### src/swc_pkg.sv
// Constants, register map and state encoding of the sleep and wake-up controller.
// Assumes an 8-bit register port with a 4-bit word index and one 250 MHz clock.
package swc_pkg;

  // ****************************************************************
  // Register map (word index)
  // ****************************************************************
  localparam int         SWC_ADDR_W      = 4;
  localparam int         SWC_DATA_W      = 8;
  localparam logic [3:0] SWC_PIN_EN_IDX  = 4'h0;
  localparam logic [3:0] SWC_CORE_IRQ_IDX = 4'h1;
  localparam logic [3:0] SWC_PIE_A_IDX   = 4'h2;
  localparam logic [3:0] SWC_PIE_B_IDX   = 4'h3;
  localparam logic [3:0] SWC_PIR_A_IDX   = 4'h4;
  localparam logic [3:0] SWC_PIR_B_IDX   = 4'h5;
  localparam logic [3:0] SWC_SLP_STAT_IDX = 4'h6;
  localparam logic [3:0] SWC_EV_STAT_IDX = 4'h7;
  localparam logic [3:0] SWC_EV_MASK_IDX = 4'h8;

  // ****************************************************************
  // Reset values
  // ****************************************************************
  localparam logic [7:0] SWC_REG_RST     = 8'h00;
  localparam logic       SWC_EXPIRY_RST  = 1'b1;
  localparam logic       SWC_ENTERED_RST = 1'b1;

  // ****************************************************************
  // Field positions
  // ****************************************************************
  localparam int SWC_GIE_BIT   = 7;
  localparam int SWC_PERIPHERAL_IRQ_GATE_BIT  = 6;
  localparam int SWC_T0IE_BIT  = 5;
  localparam int SWC_INTE_BIT  = 4;
  localparam int SWC_PCIE_BIT  = 3;
  localparam int SWC_T0IF_BIT  = 2;
  localparam int SWC_INTF_BIT  = 1;
  localparam int SWC_PCIF_BIT  = 0;
  localparam int SWC_SSP_BIT   = 3;
  localparam int SWC_PIE_B_W   = 1;
  localparam int SWC_EXP_POS   = 1;
  localparam int SWC_ENT_POS   = 0;
  localparam int SWC_ASLP_POS  = 2;
  localparam int SWC_EV_W      = 3;
  localparam int SWC_EV_NOP    = 0;
  localparam int SWC_EV_SLEEP  = 1;
  localparam int SWC_EV_WAKE   = 2;

  // ****************************************************************
  // Core interface
  // ****************************************************************
  localparam int          SWC_PC_W     = 13;
  localparam logic [12:0] SWC_IRQ_VEC  = 13'h0004;

  typedef enum logic [1:0] {
    SWC_RUN   = 2'b00,
    SWC_SLEEP = 2'b01,
    SWC_WAKE  = 2'b10
  } swc_state_t;

endpackage

### src/swc_pin_sync.sv
// Pin-change detector for the port pins that may wake the core.
// Assumes pins are asynchronous to clk; three flops, change taken once stages 2 and 3 agree.
`timescale 1ns/10ps
`default_nettype none
module swc_pin_sync #(
  parameter int W = 8
) (
  input  wire logic         clk,      // System clock
  input  wire logic         resetn,   // Async reset, active low
  input  wire logic [W-1:0] pin_in,   // Raw pin levels
  output logic      [W-1:0] change    // One-cycle pulse per changed pin
);

  logic [W-1:0] s1_ff;
  logic [W-1:0] s2_ff;
  logic [W-1:0] s3_ff;
  logic [W-1:0] level_ff;
  logic [W-1:0] change_ff;

  always_ff @(posedge clk or negedge resetn) begin
    if (!resetn) begin
      s1_ff <= '0;
      s2_ff <= '0;
      s3_ff <= '0;
    end else begin
      s1_ff <= pin_in;
      s2_ff <= s1_ff;
      s3_ff <= s2_ff;
    end
  end

  // Level only moves when the two late stages agree, so a glitch is filtered
  always_ff @(posedge clk or negedge resetn) begin
    if (!resetn) begin
      level_ff  <= '0;
      change_ff <= '0;
    end else begin
      for (int i = 0; i < W; i++) begin
        if (s2_ff[i] == s3_ff[i]) begin
          level_ff[i] <= s3_ff[i];
        end
        change_ff[i] <= (s2_ff[i] == s3_ff[i]) && (s3_ff[i] != level_ff[i]);
      end
    end
  end

  assign change = change_ff;

endmodule
`default_nettype wire

### src/swc_sleep_ctrl.sv
// Sleep entry, wake-up and power-down flag control beside the instruction sequencer.
// Assumes the core gives one-cycle instruction pulses and that clk keeps running in sleep.
//
// The implementer's own choices: the strobed register port and the address map.
`timescale 1ns/10ps
`default_nettype none
module swc_sleep_ctrl
  import swc_pkg::*;
(
  input  wire logic                  clk,              // System clock, 250 MHz
  input  wire logic                  resetn,           // Async reset, active low
  input  wire logic [SWC_ADDR_W-1:0] reg_addr,         // Register word index
  input  wire logic [SWC_DATA_W-1:0] reg_wdata,        // Write data
  input  wire logic                  reg_wr,           // Write strobe
  input  wire logic                  reg_rd,           // Read strobe
  output logic      [SWC_DATA_W-1:0] reg_rdata,        // Read data, cycle after strobe
  input  wire logic                  sleep_exec,       // Sleep instruction executes
  input  wire logic                  clrwdt_exec,      // Clear-watchdog instruction executes
  input  wire logic                  instr_done,       // Core finished one instruction
  input  wire logic                  wdt_expire,       // Watchdog time-out pulse
  input  wire logic [7:0]            periph_evt_a,     // Peripheral events, group a
  input  wire logic                  periph_evt_b,     // Peripheral event, group b
  input  wire logic                  timer0_ovf,       // Timer 0 overflow pulse
  input  wire logic                  ext_int_evt,      // External interrupt edge pulse
  input  wire logic                  serial_addr_match, // Serial port address match
  input  wire logic                  serial_byte_done, // Serial port byte complete
  input  wire logic [7:0]            port_pins,        // Asynchronous port pins
  output logic                       core_asleep,      // Core clock gated, level
  output logic                       sleep_nop,        // Sleep finished as no-op, pulse
  output logic                       wdt_clear,        // Clear watchdog and scalers, pulse
  output logic                       vector_load,      // Load PC with vector, pulse
  output logic      [SWC_PC_W-1:0]   vector_addr,      // Vector address
  output logic                       irq_core,         // Interrupt request to core, level
  output logic                       irq_out           // Controller event interrupt, level
);

  // ****************************************************************
  // Declarations
  // ****************************************************************
  logic [7:0]            pin_en_ff;
  logic [7:0]            core_irq_ff;
  logic [7:0]            pie_a_ff;
  logic [SWC_PIE_B_W-1:0] pie_b_ff;
  logic [7:0]            pir_a_ff;
  logic [SWC_PIE_B_W-1:0] pir_b_ff;
  logic                  expiry_flag_ff;
  logic                  entered_flag_ff;
  logic [SWC_EV_W-1:0]   ev_stat_ff;
  logic [SWC_EV_W-1:0]   ev_mask_ff;
  logic [SWC_DATA_W-1:0] rdata_ff;
  swc_state_t            state_ff;
  swc_state_t            nxt_state;
  logic                  wake_vec_ff;
  logic                  nop_ff;
  logic                  wdt_clr_ff;
  logic                  vec_load_ff;
  logic [SWC_PC_W-1:0]   vec_addr_ff;
  logic                  asleep_ff;
  logic                  irq_core_ff;
  logic                  irq_out_ff;
  logic [7:0]            pin_change;
  logic                  wake_pend;
  logic                  periph_pend;
  logic                  core_pend;
  logic                  enter_sleep;
  logic                  nop_sleep;
  logic [SWC_EV_W-1:0]   ev_set;

  // Stored value after a write, with hardware sets winning over the write
  function automatic logic [7:0] swc_merge(input logic [7:0] cur, input logic hit,
                                           input logic [7:0] wdata, input logic [7:0] set);
    swc_merge = (hit ? wdata : cur) | set;
  endfunction

  function automatic logic swc_hit(input logic wr, input logic [SWC_ADDR_W-1:0] addr,
                                   input logic [SWC_ADDR_W-1:0] idx);
    swc_hit = wr && (addr == idx);
  endfunction

  swc_pin_sync #(
    .W (8)
  ) u_pin_sync (
    .clk    (clk),
    .resetn (resetn),
    .pin_in (port_pins),
    .change (pin_change)
  );

  // ****************************************************************
  // Wake request
  // ****************************************************************
  // Global enable is not part of this term; it only decides vectoring
  assign periph_pend = (|(pie_a_ff & pir_a_ff)) || (|(pie_b_ff & pir_b_ff));
  assign core_pend   = (core_irq_ff[SWC_T0IE_BIT] && core_irq_ff[SWC_T0IF_BIT])
                    || (core_irq_ff[SWC_INTE_BIT] && core_irq_ff[SWC_INTF_BIT])
                    || (core_irq_ff[SWC_PCIE_BIT] && core_irq_ff[SWC_PCIF_BIT]);
  assign wake_pend   = periph_pend || core_pend;

  assign enter_sleep = (state_ff == SWC_RUN) && sleep_exec && !wake_pend;
  assign nop_sleep   = (state_ff == SWC_RUN) && sleep_exec && wake_pend;

  // ****************************************************************
  // Sleep sequencer
  // ****************************************************************
  always_comb begin
    nxt_state = state_ff;
    unique case (state_ff)
      SWC_RUN: begin
        if (enter_sleep) begin
          nxt_state = SWC_SLEEP;
        end
      end
      SWC_SLEEP: begin
        if (wake_pend || wdt_expire) begin
          nxt_state = SWC_WAKE;
        end
      end
      SWC_WAKE: begin
        if (instr_done) begin
          nxt_state = SWC_RUN;
        end
      end
      default: begin
        nxt_state = SWC_RUN;
      end
    endcase
  end

  always_ff @(posedge clk or negedge resetn) begin
    if (!resetn) begin
      state_ff  <= SWC_RUN;
      asleep_ff <= 1'b0;
    end else begin
      state_ff  <= nxt_state;
      asleep_ff <= (nxt_state == SWC_SLEEP);
    end
  end

  // Vector decision taken at wake time, used after the next instruction
  always_ff @(posedge clk or negedge resetn) begin
    if (!resetn) begin
      wake_vec_ff <= 1'b0;
    end else if (state_ff == SWC_SLEEP) begin
      wake_vec_ff <= wake_pend && core_irq_ff[SWC_GIE_BIT];
    end
  end

  always_ff @(posedge clk or negedge resetn) begin
    if (!resetn) begin
      vec_load_ff <= 1'b0;
      vec_addr_ff <= '0;
    end else begin
      vec_load_ff <= (state_ff == SWC_WAKE) && instr_done && wake_vec_ff;
      vec_addr_ff <= SWC_IRQ_VEC;
    end
  end

  // Clear on real entry or clear-watchdog; a no-op sleep leaves the watchdog running
  always_ff @(posedge clk or negedge resetn) begin
    if (!resetn) begin
      wdt_clr_ff <= 1'b0;
      nop_ff     <= 1'b0;
    end else begin
      wdt_clr_ff <= enter_sleep || clrwdt_exec;
      nop_ff     <= nop_sleep;
    end
  end

  // ****************************************************************
  // Power-down and expiry flags
  // ****************************************************************
  always_ff @(posedge clk or negedge resetn) begin
    if (!resetn) begin
      expiry_flag_ff  <= SWC_EXPIRY_RST;
      entered_flag_ff <= SWC_ENTERED_RST;
    end else if (wdt_expire) begin
      expiry_flag_ff  <= 1'b0;
    end else if (enter_sleep) begin
      expiry_flag_ff  <= 1'b1;
      entered_flag_ff <= 1'b0;
    end else if (clrwdt_exec) begin
      expiry_flag_ff  <= 1'b1;
      entered_flag_ff <= 1'b1;
    end
  end

  // ****************************************************************
  // Interrupt enable and flag registers
  // ****************************************************************
  always_ff @(posedge clk or negedge resetn) begin
    if (!resetn) begin
      pin_en_ff <= SWC_REG_RST;
      pie_a_ff  <= SWC_REG_RST;
      pie_b_ff  <= '0;
    end else begin
      pin_en_ff <= swc_merge(pin_en_ff, swc_hit(reg_wr, reg_addr, SWC_PIN_EN_IDX),
                             reg_wdata, 8'h00);
      pie_a_ff  <= swc_merge(pie_a_ff, swc_hit(reg_wr, reg_addr, SWC_PIE_A_IDX),
                             reg_wdata, 8'h00);
      if (swc_hit(reg_wr, reg_addr, SWC_PIE_B_IDX)) begin
        pie_b_ff <= reg_wdata[SWC_PIE_B_W-1:0];
      end
    end
  end

  always_ff @(posedge clk or negedge resetn) begin
    if (!resetn) begin
      core_irq_ff <= SWC_REG_RST;
    end else begin
      core_irq_ff <= swc_merge(core_irq_ff, swc_hit(reg_wr, reg_addr, SWC_CORE_IRQ_IDX),
                               reg_wdata,
                               {5'h00, timer0_ovf, ext_int_evt,
                                |(pin_change & pin_en_ff)});
    end
  end

  // Serial port keeps receiving in sleep; its flag wakes only via its enable
  always_ff @(posedge clk or negedge resetn) begin
    if (!resetn) begin
      pir_a_ff <= SWC_REG_RST;
      pir_b_ff <= '0;
    end else begin
      pir_a_ff <= swc_merge(pir_a_ff, swc_hit(reg_wr, reg_addr, SWC_PIR_A_IDX), reg_wdata,
                            periph_evt_a
                            | ({7'h00, serial_addr_match || serial_byte_done}
                               << SWC_SSP_BIT));
      if (swc_hit(reg_wr, reg_addr, SWC_PIR_B_IDX)) begin
        pir_b_ff <= reg_wdata[SWC_PIE_B_W-1:0] | periph_evt_b;
      end else begin
        pir_b_ff <= pir_b_ff | periph_evt_b;
      end
    end
  end

  // ****************************************************************
  // Controller events and interrupt outputs
  // ****************************************************************
  assign ev_set = {(state_ff == SWC_SLEEP) && (nxt_state == SWC_WAKE), enter_sleep, nop_sleep};

  always_ff @(posedge clk or negedge resetn) begin
    if (!resetn) begin
      ev_stat_ff <= '0;
      ev_mask_ff <= '0;
    end else begin
      if (swc_hit(reg_wr, reg_addr, SWC_EV_STAT_IDX)) begin
        ev_stat_ff <= (ev_stat_ff & ~reg_wdata[SWC_EV_W-1:0]) | ev_set;
      end else begin
        ev_stat_ff <= ev_stat_ff | ev_set;
      end
      if (swc_hit(reg_wr, reg_addr, SWC_EV_MASK_IDX)) begin
        ev_mask_ff <= reg_wdata[SWC_EV_W-1:0];
      end
    end
  end

  // Vectoring in run needs global enable, peripherals also need their gate
  always_ff @(posedge clk or negedge resetn) begin
    if (!resetn) begin
      irq_core_ff <= 1'b0;
      irq_out_ff  <= 1'b0;
    end else begin
      irq_core_ff <= (state_ff == SWC_RUN) && core_irq_ff[SWC_GIE_BIT]
                  && (core_pend || (periph_pend && core_irq_ff[SWC_PERIPHERAL_IRQ_GATE_BIT]));
      irq_out_ff  <= |(ev_stat_ff & ev_mask_ff);
    end
  end

  // ****************************************************************
  // Register read port
  // ****************************************************************
  always_ff @(posedge clk or negedge resetn) begin
    if (!resetn) begin
      rdata_ff <= '0;
    end else if (reg_rd) begin
      unique case (reg_addr)
        SWC_PIN_EN_IDX:   rdata_ff <= pin_en_ff;
        SWC_CORE_IRQ_IDX: rdata_ff <= core_irq_ff;
        SWC_PIE_A_IDX:    rdata_ff <= pie_a_ff;
        SWC_PIE_B_IDX:    rdata_ff <= {7'h00, pie_b_ff};
        SWC_PIR_A_IDX:    rdata_ff <= pir_a_ff;
        SWC_PIR_B_IDX:    rdata_ff <= {7'h00, pir_b_ff};
        SWC_SLP_STAT_IDX: rdata_ff <= {5'h00, asleep_ff, expiry_flag_ff, entered_flag_ff};
        SWC_EV_STAT_IDX:  rdata_ff <= {5'h00, ev_stat_ff};
        SWC_EV_MASK_IDX:  rdata_ff <= {5'h00, ev_mask_ff};
        default:          rdata_ff <= 8'h00;
      endcase
    end else begin
      rdata_ff <= 8'h00;
    end
  end

  assign reg_rdata   = rdata_ff;
  assign core_asleep = asleep_ff;
  assign sleep_nop   = nop_ff;
  assign wdt_clear   = wdt_clr_ff;
  assign vector_load = vec_load_ff;
  assign vector_addr = vec_addr_ff;
  assign irq_core    = irq_core_ff;
  assign irq_out     = irq_out_ff;
endmodule
`default_nettype wire

### config.mk
export PLATFORM = sky130hd
export DESIGN_NAME = swc_sleep_ctrl
export DESIGN_NICKNAME = d
export VERILOG_FILES = /design/src/swc_pkg.sv /design/src/swc_pin_sync.sv /design/src/swc_sleep_ctrl.sv
export SDC_FILE = /design/constraint.sdc
export NUM_CORES = 1
export LEC_CHECK = 0
export BUFFER_PORTS_ARGS = -buffer_cell sky130_fd_sc_hd__buf_2
export CAP_MARGIN = 20
export CORE_MARGIN = 2
export CORE_UTILIZATION = 40
export CTS_BUF_LIST = sky130_fd_sc_hd__clkbuf_8
export DETAILED_ROUTE_END_ITERATION = 12
export SYNTH_ARGS = -nofsm -noshare
export SYNTH_HDL_FRONTEND = slang
export SYNTH_HIERARCHICAL = 1
export SYNTH_SLANG_ARGS = --single-unit
### constraint.sdc
create_clock -name clk -period 3.4 [get_ports clk]
set_input_delay 0 -clock clk [delete_from_list [all_inputs] [get_ports clk]]
set_output_delay 0 -clock clk [all_outputs]
set_load 0.005 [all_outputs]
==> reports/qor.yml <==
clk_pin_slew_ns: 0.10
synth_area_leaders: "dfrtp_1 59%, mux2_2 7.0%, nand2_1 3.1%"
ys_ff_latch: 100
maxCapViolCount: 0
yosys.area_share.simple_pct: 14.47
coreArea_mm2: 0.01023
grt.total_usage_pct: 17.00
path_cells: "dlygate4sd3_1 -> buf_2 -> nor3_1 -> dlygate4sd3_1 -> nand3_1 -> dlygate4sd3_1"
cts_tree: "built"
r2r-end: "state_ff[1]$_DFF_PN0_"
p_int_mw: 1.803
critPathMaxStageDelay_ns: 0.59
cp-end-kind: "register"
grt_pass1_vias: 2960
synthToLayoutAreaGrowth_pct: 22.40
port_buffers: 55
outcome: "finished clean"
power_frac_seq_pct: 57.5
ctsResizeCount: 0
reg2reg_slack_ns: 1.77
ios: 68
synth_top_area_share_pct: 58.86
synth_top_area_cell: "dfrtp_1"
setup_viol: 0
worst-setup-path-type: "in2reg"
synthAdderAreaFrac_pct: 1.441
max_freq_mhz: 562.1
worst-path-buf-inv: 4
ir_worst_vdd_mv: 0.2795
timing.setup.tns_ns: 0
cts.path.max_buffers: 2
regToRegStartpoint: "core_irq_ff[2]$_DFF_PN0_"
synth_top_family_by_area: "simple AND/OR/NAND/NOR gates"
syn_area_per_cell_um2: 12.94
hold_start: "reg_wdata[0]"
synth-edff-count: 0
wl_per_cell_um: 16.23
multi_input_area_mm2: 0.001520
swShare_pct: 28.24
grt_pass1_wl_um: 14890
combPwrFrac_pct: 13.8
crit_required_ns: 3.65
syn_inst: 322
synth.most_common_cell: "dfrtp_1"
synth-compound-area-share_pct: 10.18
worst_slew_pin_slew_ns: 0.9729
std_cell_rows: 37
min_to: "ev_stat_ff[0]$_DFF_PN0_"
cp-startpoint: "periph_evt_a[3]"
holdCritPathClass: "in2reg"
cts_max_level: 3
die-area_mm2: 0.01125
rsz0062_at_grt: "no"
finalCriticalPeriod_ns: 1.779
finalHoldViolations: 0
synthesis.area_mm2: 0.004166
synth_xor_xnor_area_share_pct: 0
die_h_um: 106.1
path_delay_family: "buffers and inverters"
grt_max_degree: 80
gp_congestion: 0.8505
critPathMaxFanout: 1
report.final.slew_viol_count: 0
fin_nets: 461
initial_utilization_pct: 40.72
cpMostUsedCell: "dlygate4sd3_1"
final_antenna_net_count: 0
power_density_mw_per_mm2: 492.7
async_reset_ff_share_pct: 100.0
seq_area_frac_synth_pct: 60.12
fillCellCount: 900
synthMuxAreaShare_pct: 9.219
antenna_found_initial: 0
slew_headroom_pct: 35.14
drc: 0
critPathLaunchType: "input port"
min_period_over_period_pct: 52.32
die_w_um: 106.1
final_util_pct: 49.85
power_frac_clock_pct: 28.8
whs_ns: 0.03587
drt_pre_antenna_iters: 5
cts_sinks: 100
yosysWarnings: 6
viasPerCell: 5.084
drt_wl_total_um: 9105
register_area_mm2: 0.002505
p_leak_nw: 2.284
clockRootBuffer: "clkbuf_8"
power_switching_mw: 0.7096
cts_buffers: 9
overflow: 0
drive_gt1_share_pct: 26.82
skew_ns: 0.008544
holdPathStages: 3
r2r_cells: 4
hpwlAfterDp_um: 6287
clk_latency_ns: 0.36
cpMaxStageDelayCell: "dlygate4sd3_1"
vias: 2852
cp.arrival_ns: 2.03
synth-main-ff-cell: "dfrtp_1"
dr.first_iter.drc_count: 114
diodes: 0
ys_types: 52
synth_commonest_cells: "98 x dfrtp_1, 34 x nand2_1, 26 x mux2_2, 15 x buf_4, 13 x nor2_1"
[sequential cells by signal (all words and copies together) (netlist names), 3 cells and up]
register / flops
ev_mask_ff: 3
u_pin_sync/change: 8
u_pin_sync/level_ff: 8
pin_en_ff: 8
reg_rdata: 8
u_pin_sync/s2_ff: 8
ev_stat_ff: 3
pir_a_ff: 8
u_pin_sync/s1_ff: 8
u_pin_sync/s3_ff: 8
core_irq_ff: 8
pie_a_ff: 8
[what timing repair did]
action / in CTS / in global routing
buffers inserted: 0 / 0
hold endpoints to repair: 127 / 0
hold buffers: 40 / 0
[layer usage]
| metal | vias up | global-route usage, % | share of wire, % |
|---|---|---|---|
| met5 | - | 0 | 0 |
| met4 | 0 | 4.981 | 1.3 |
| met3 | 11 | 3.372 | 5.2 |
| met2 | 89 | 30.09 | 51 |
| met1 | 1413 | 21.07 | 42 |
| li1 | 1339 | - | - |
[cells in the final DEF, fill, tap and decap left out, types with 2 or more instances in the layout]
master and count:
dfrtp_1 98, buf_2 54, dlygate4sd3_1 40, nand2_1 34
mux2_2 26, nor2_1 13, conb_1 13, nand2b_1 9
clkbuf_8 9, a222oi_1 8, a22o_1 8, o21ai_0 8
inv_1 7, o22ai_1 7, nand3b_1 7, a22oi_1 6
maj3_1 6, mux2i_1 5, a21oi_1 5, nand3_1 3
a221oi_1 3, a211o_1 3, nor3_1 3, and4_1 3
nand4_1 3, nor4_1 2, nor3_2 2, and2b_1 2
nor2b_1 2, o2bb2ai_1 2, nand3_4 2, inv_8 2
dfstp_2 2, buf_4 2, or3b_1 2
[cell type report]
class | instances | area share [%]
multi-input combinational | 206 | 29.81
clock buffer | 9 | 2.429
clock inverter | 7 | 1.349
inverter | 7 | 0.5152
timing repair buffer | 96 | 13.44
sequential | 100 | 49.12
tap | 136 | 3.337
[worst min-delay path, stage by stage]
cell	delay (ns)
buf_2	0.17
nand2_1	0.09
o2bb2ai_1	0.10
[power groups by stage]
stage	Clock, mW	Combinational, mW	Sequential [mW]
floorplan	0	0.224	1.42
global placement	0	0.311	1.46
detailed placement	0	0.318	1.47
CTS	0.750	0.350	1.44
global route	0.791	0.389	1.46
finish	0.723	0.346	1.44
[through the flow]
| step | power, mW | std cells | setup slack [ns] | cell area, µm² |
|---|---|---|---|---|
| CTS | 2.541 | 561 | 1.629 | 5100 |
| floorplan | 1.643 | 333 | 2.044 | 4208 |
| global placement | 1.772 | 505 | 1.844 | 4507 |
| global route | 2.642 | 561 | 1.555 | 5100 |
| detailed placement | 1.783 | 505 | 1.815 | 4507 |
| finish | 2.513 | 561 | 1.621 | 5100 |
[how the worst max path moves through the flow]
stage	to	cells past startpoint
finish	pir_a_ff[3]$_DFF_PN0_	6
global route	state_ff[1]$_DFF_PN0_	4
CTS	pir_a_ff[3]$_DFF_PN0_	6
detailed placement	expiry_flag_ff$_DFFE_PN1P_	4
global placement	state_ff[1]$_DFF_PN0_	4
floorplan	wdt_clear$_DFF_PN0_	4
[cell families after synthesis]
logic type,count (synthesis)
DFF,100
other,2
AOI/OAI and AO/OA,56
adders and majority gates,6
muxes,33
buffers and inverters,27
and+or+nand+nor,98
(Power assumes the default switching activity.)
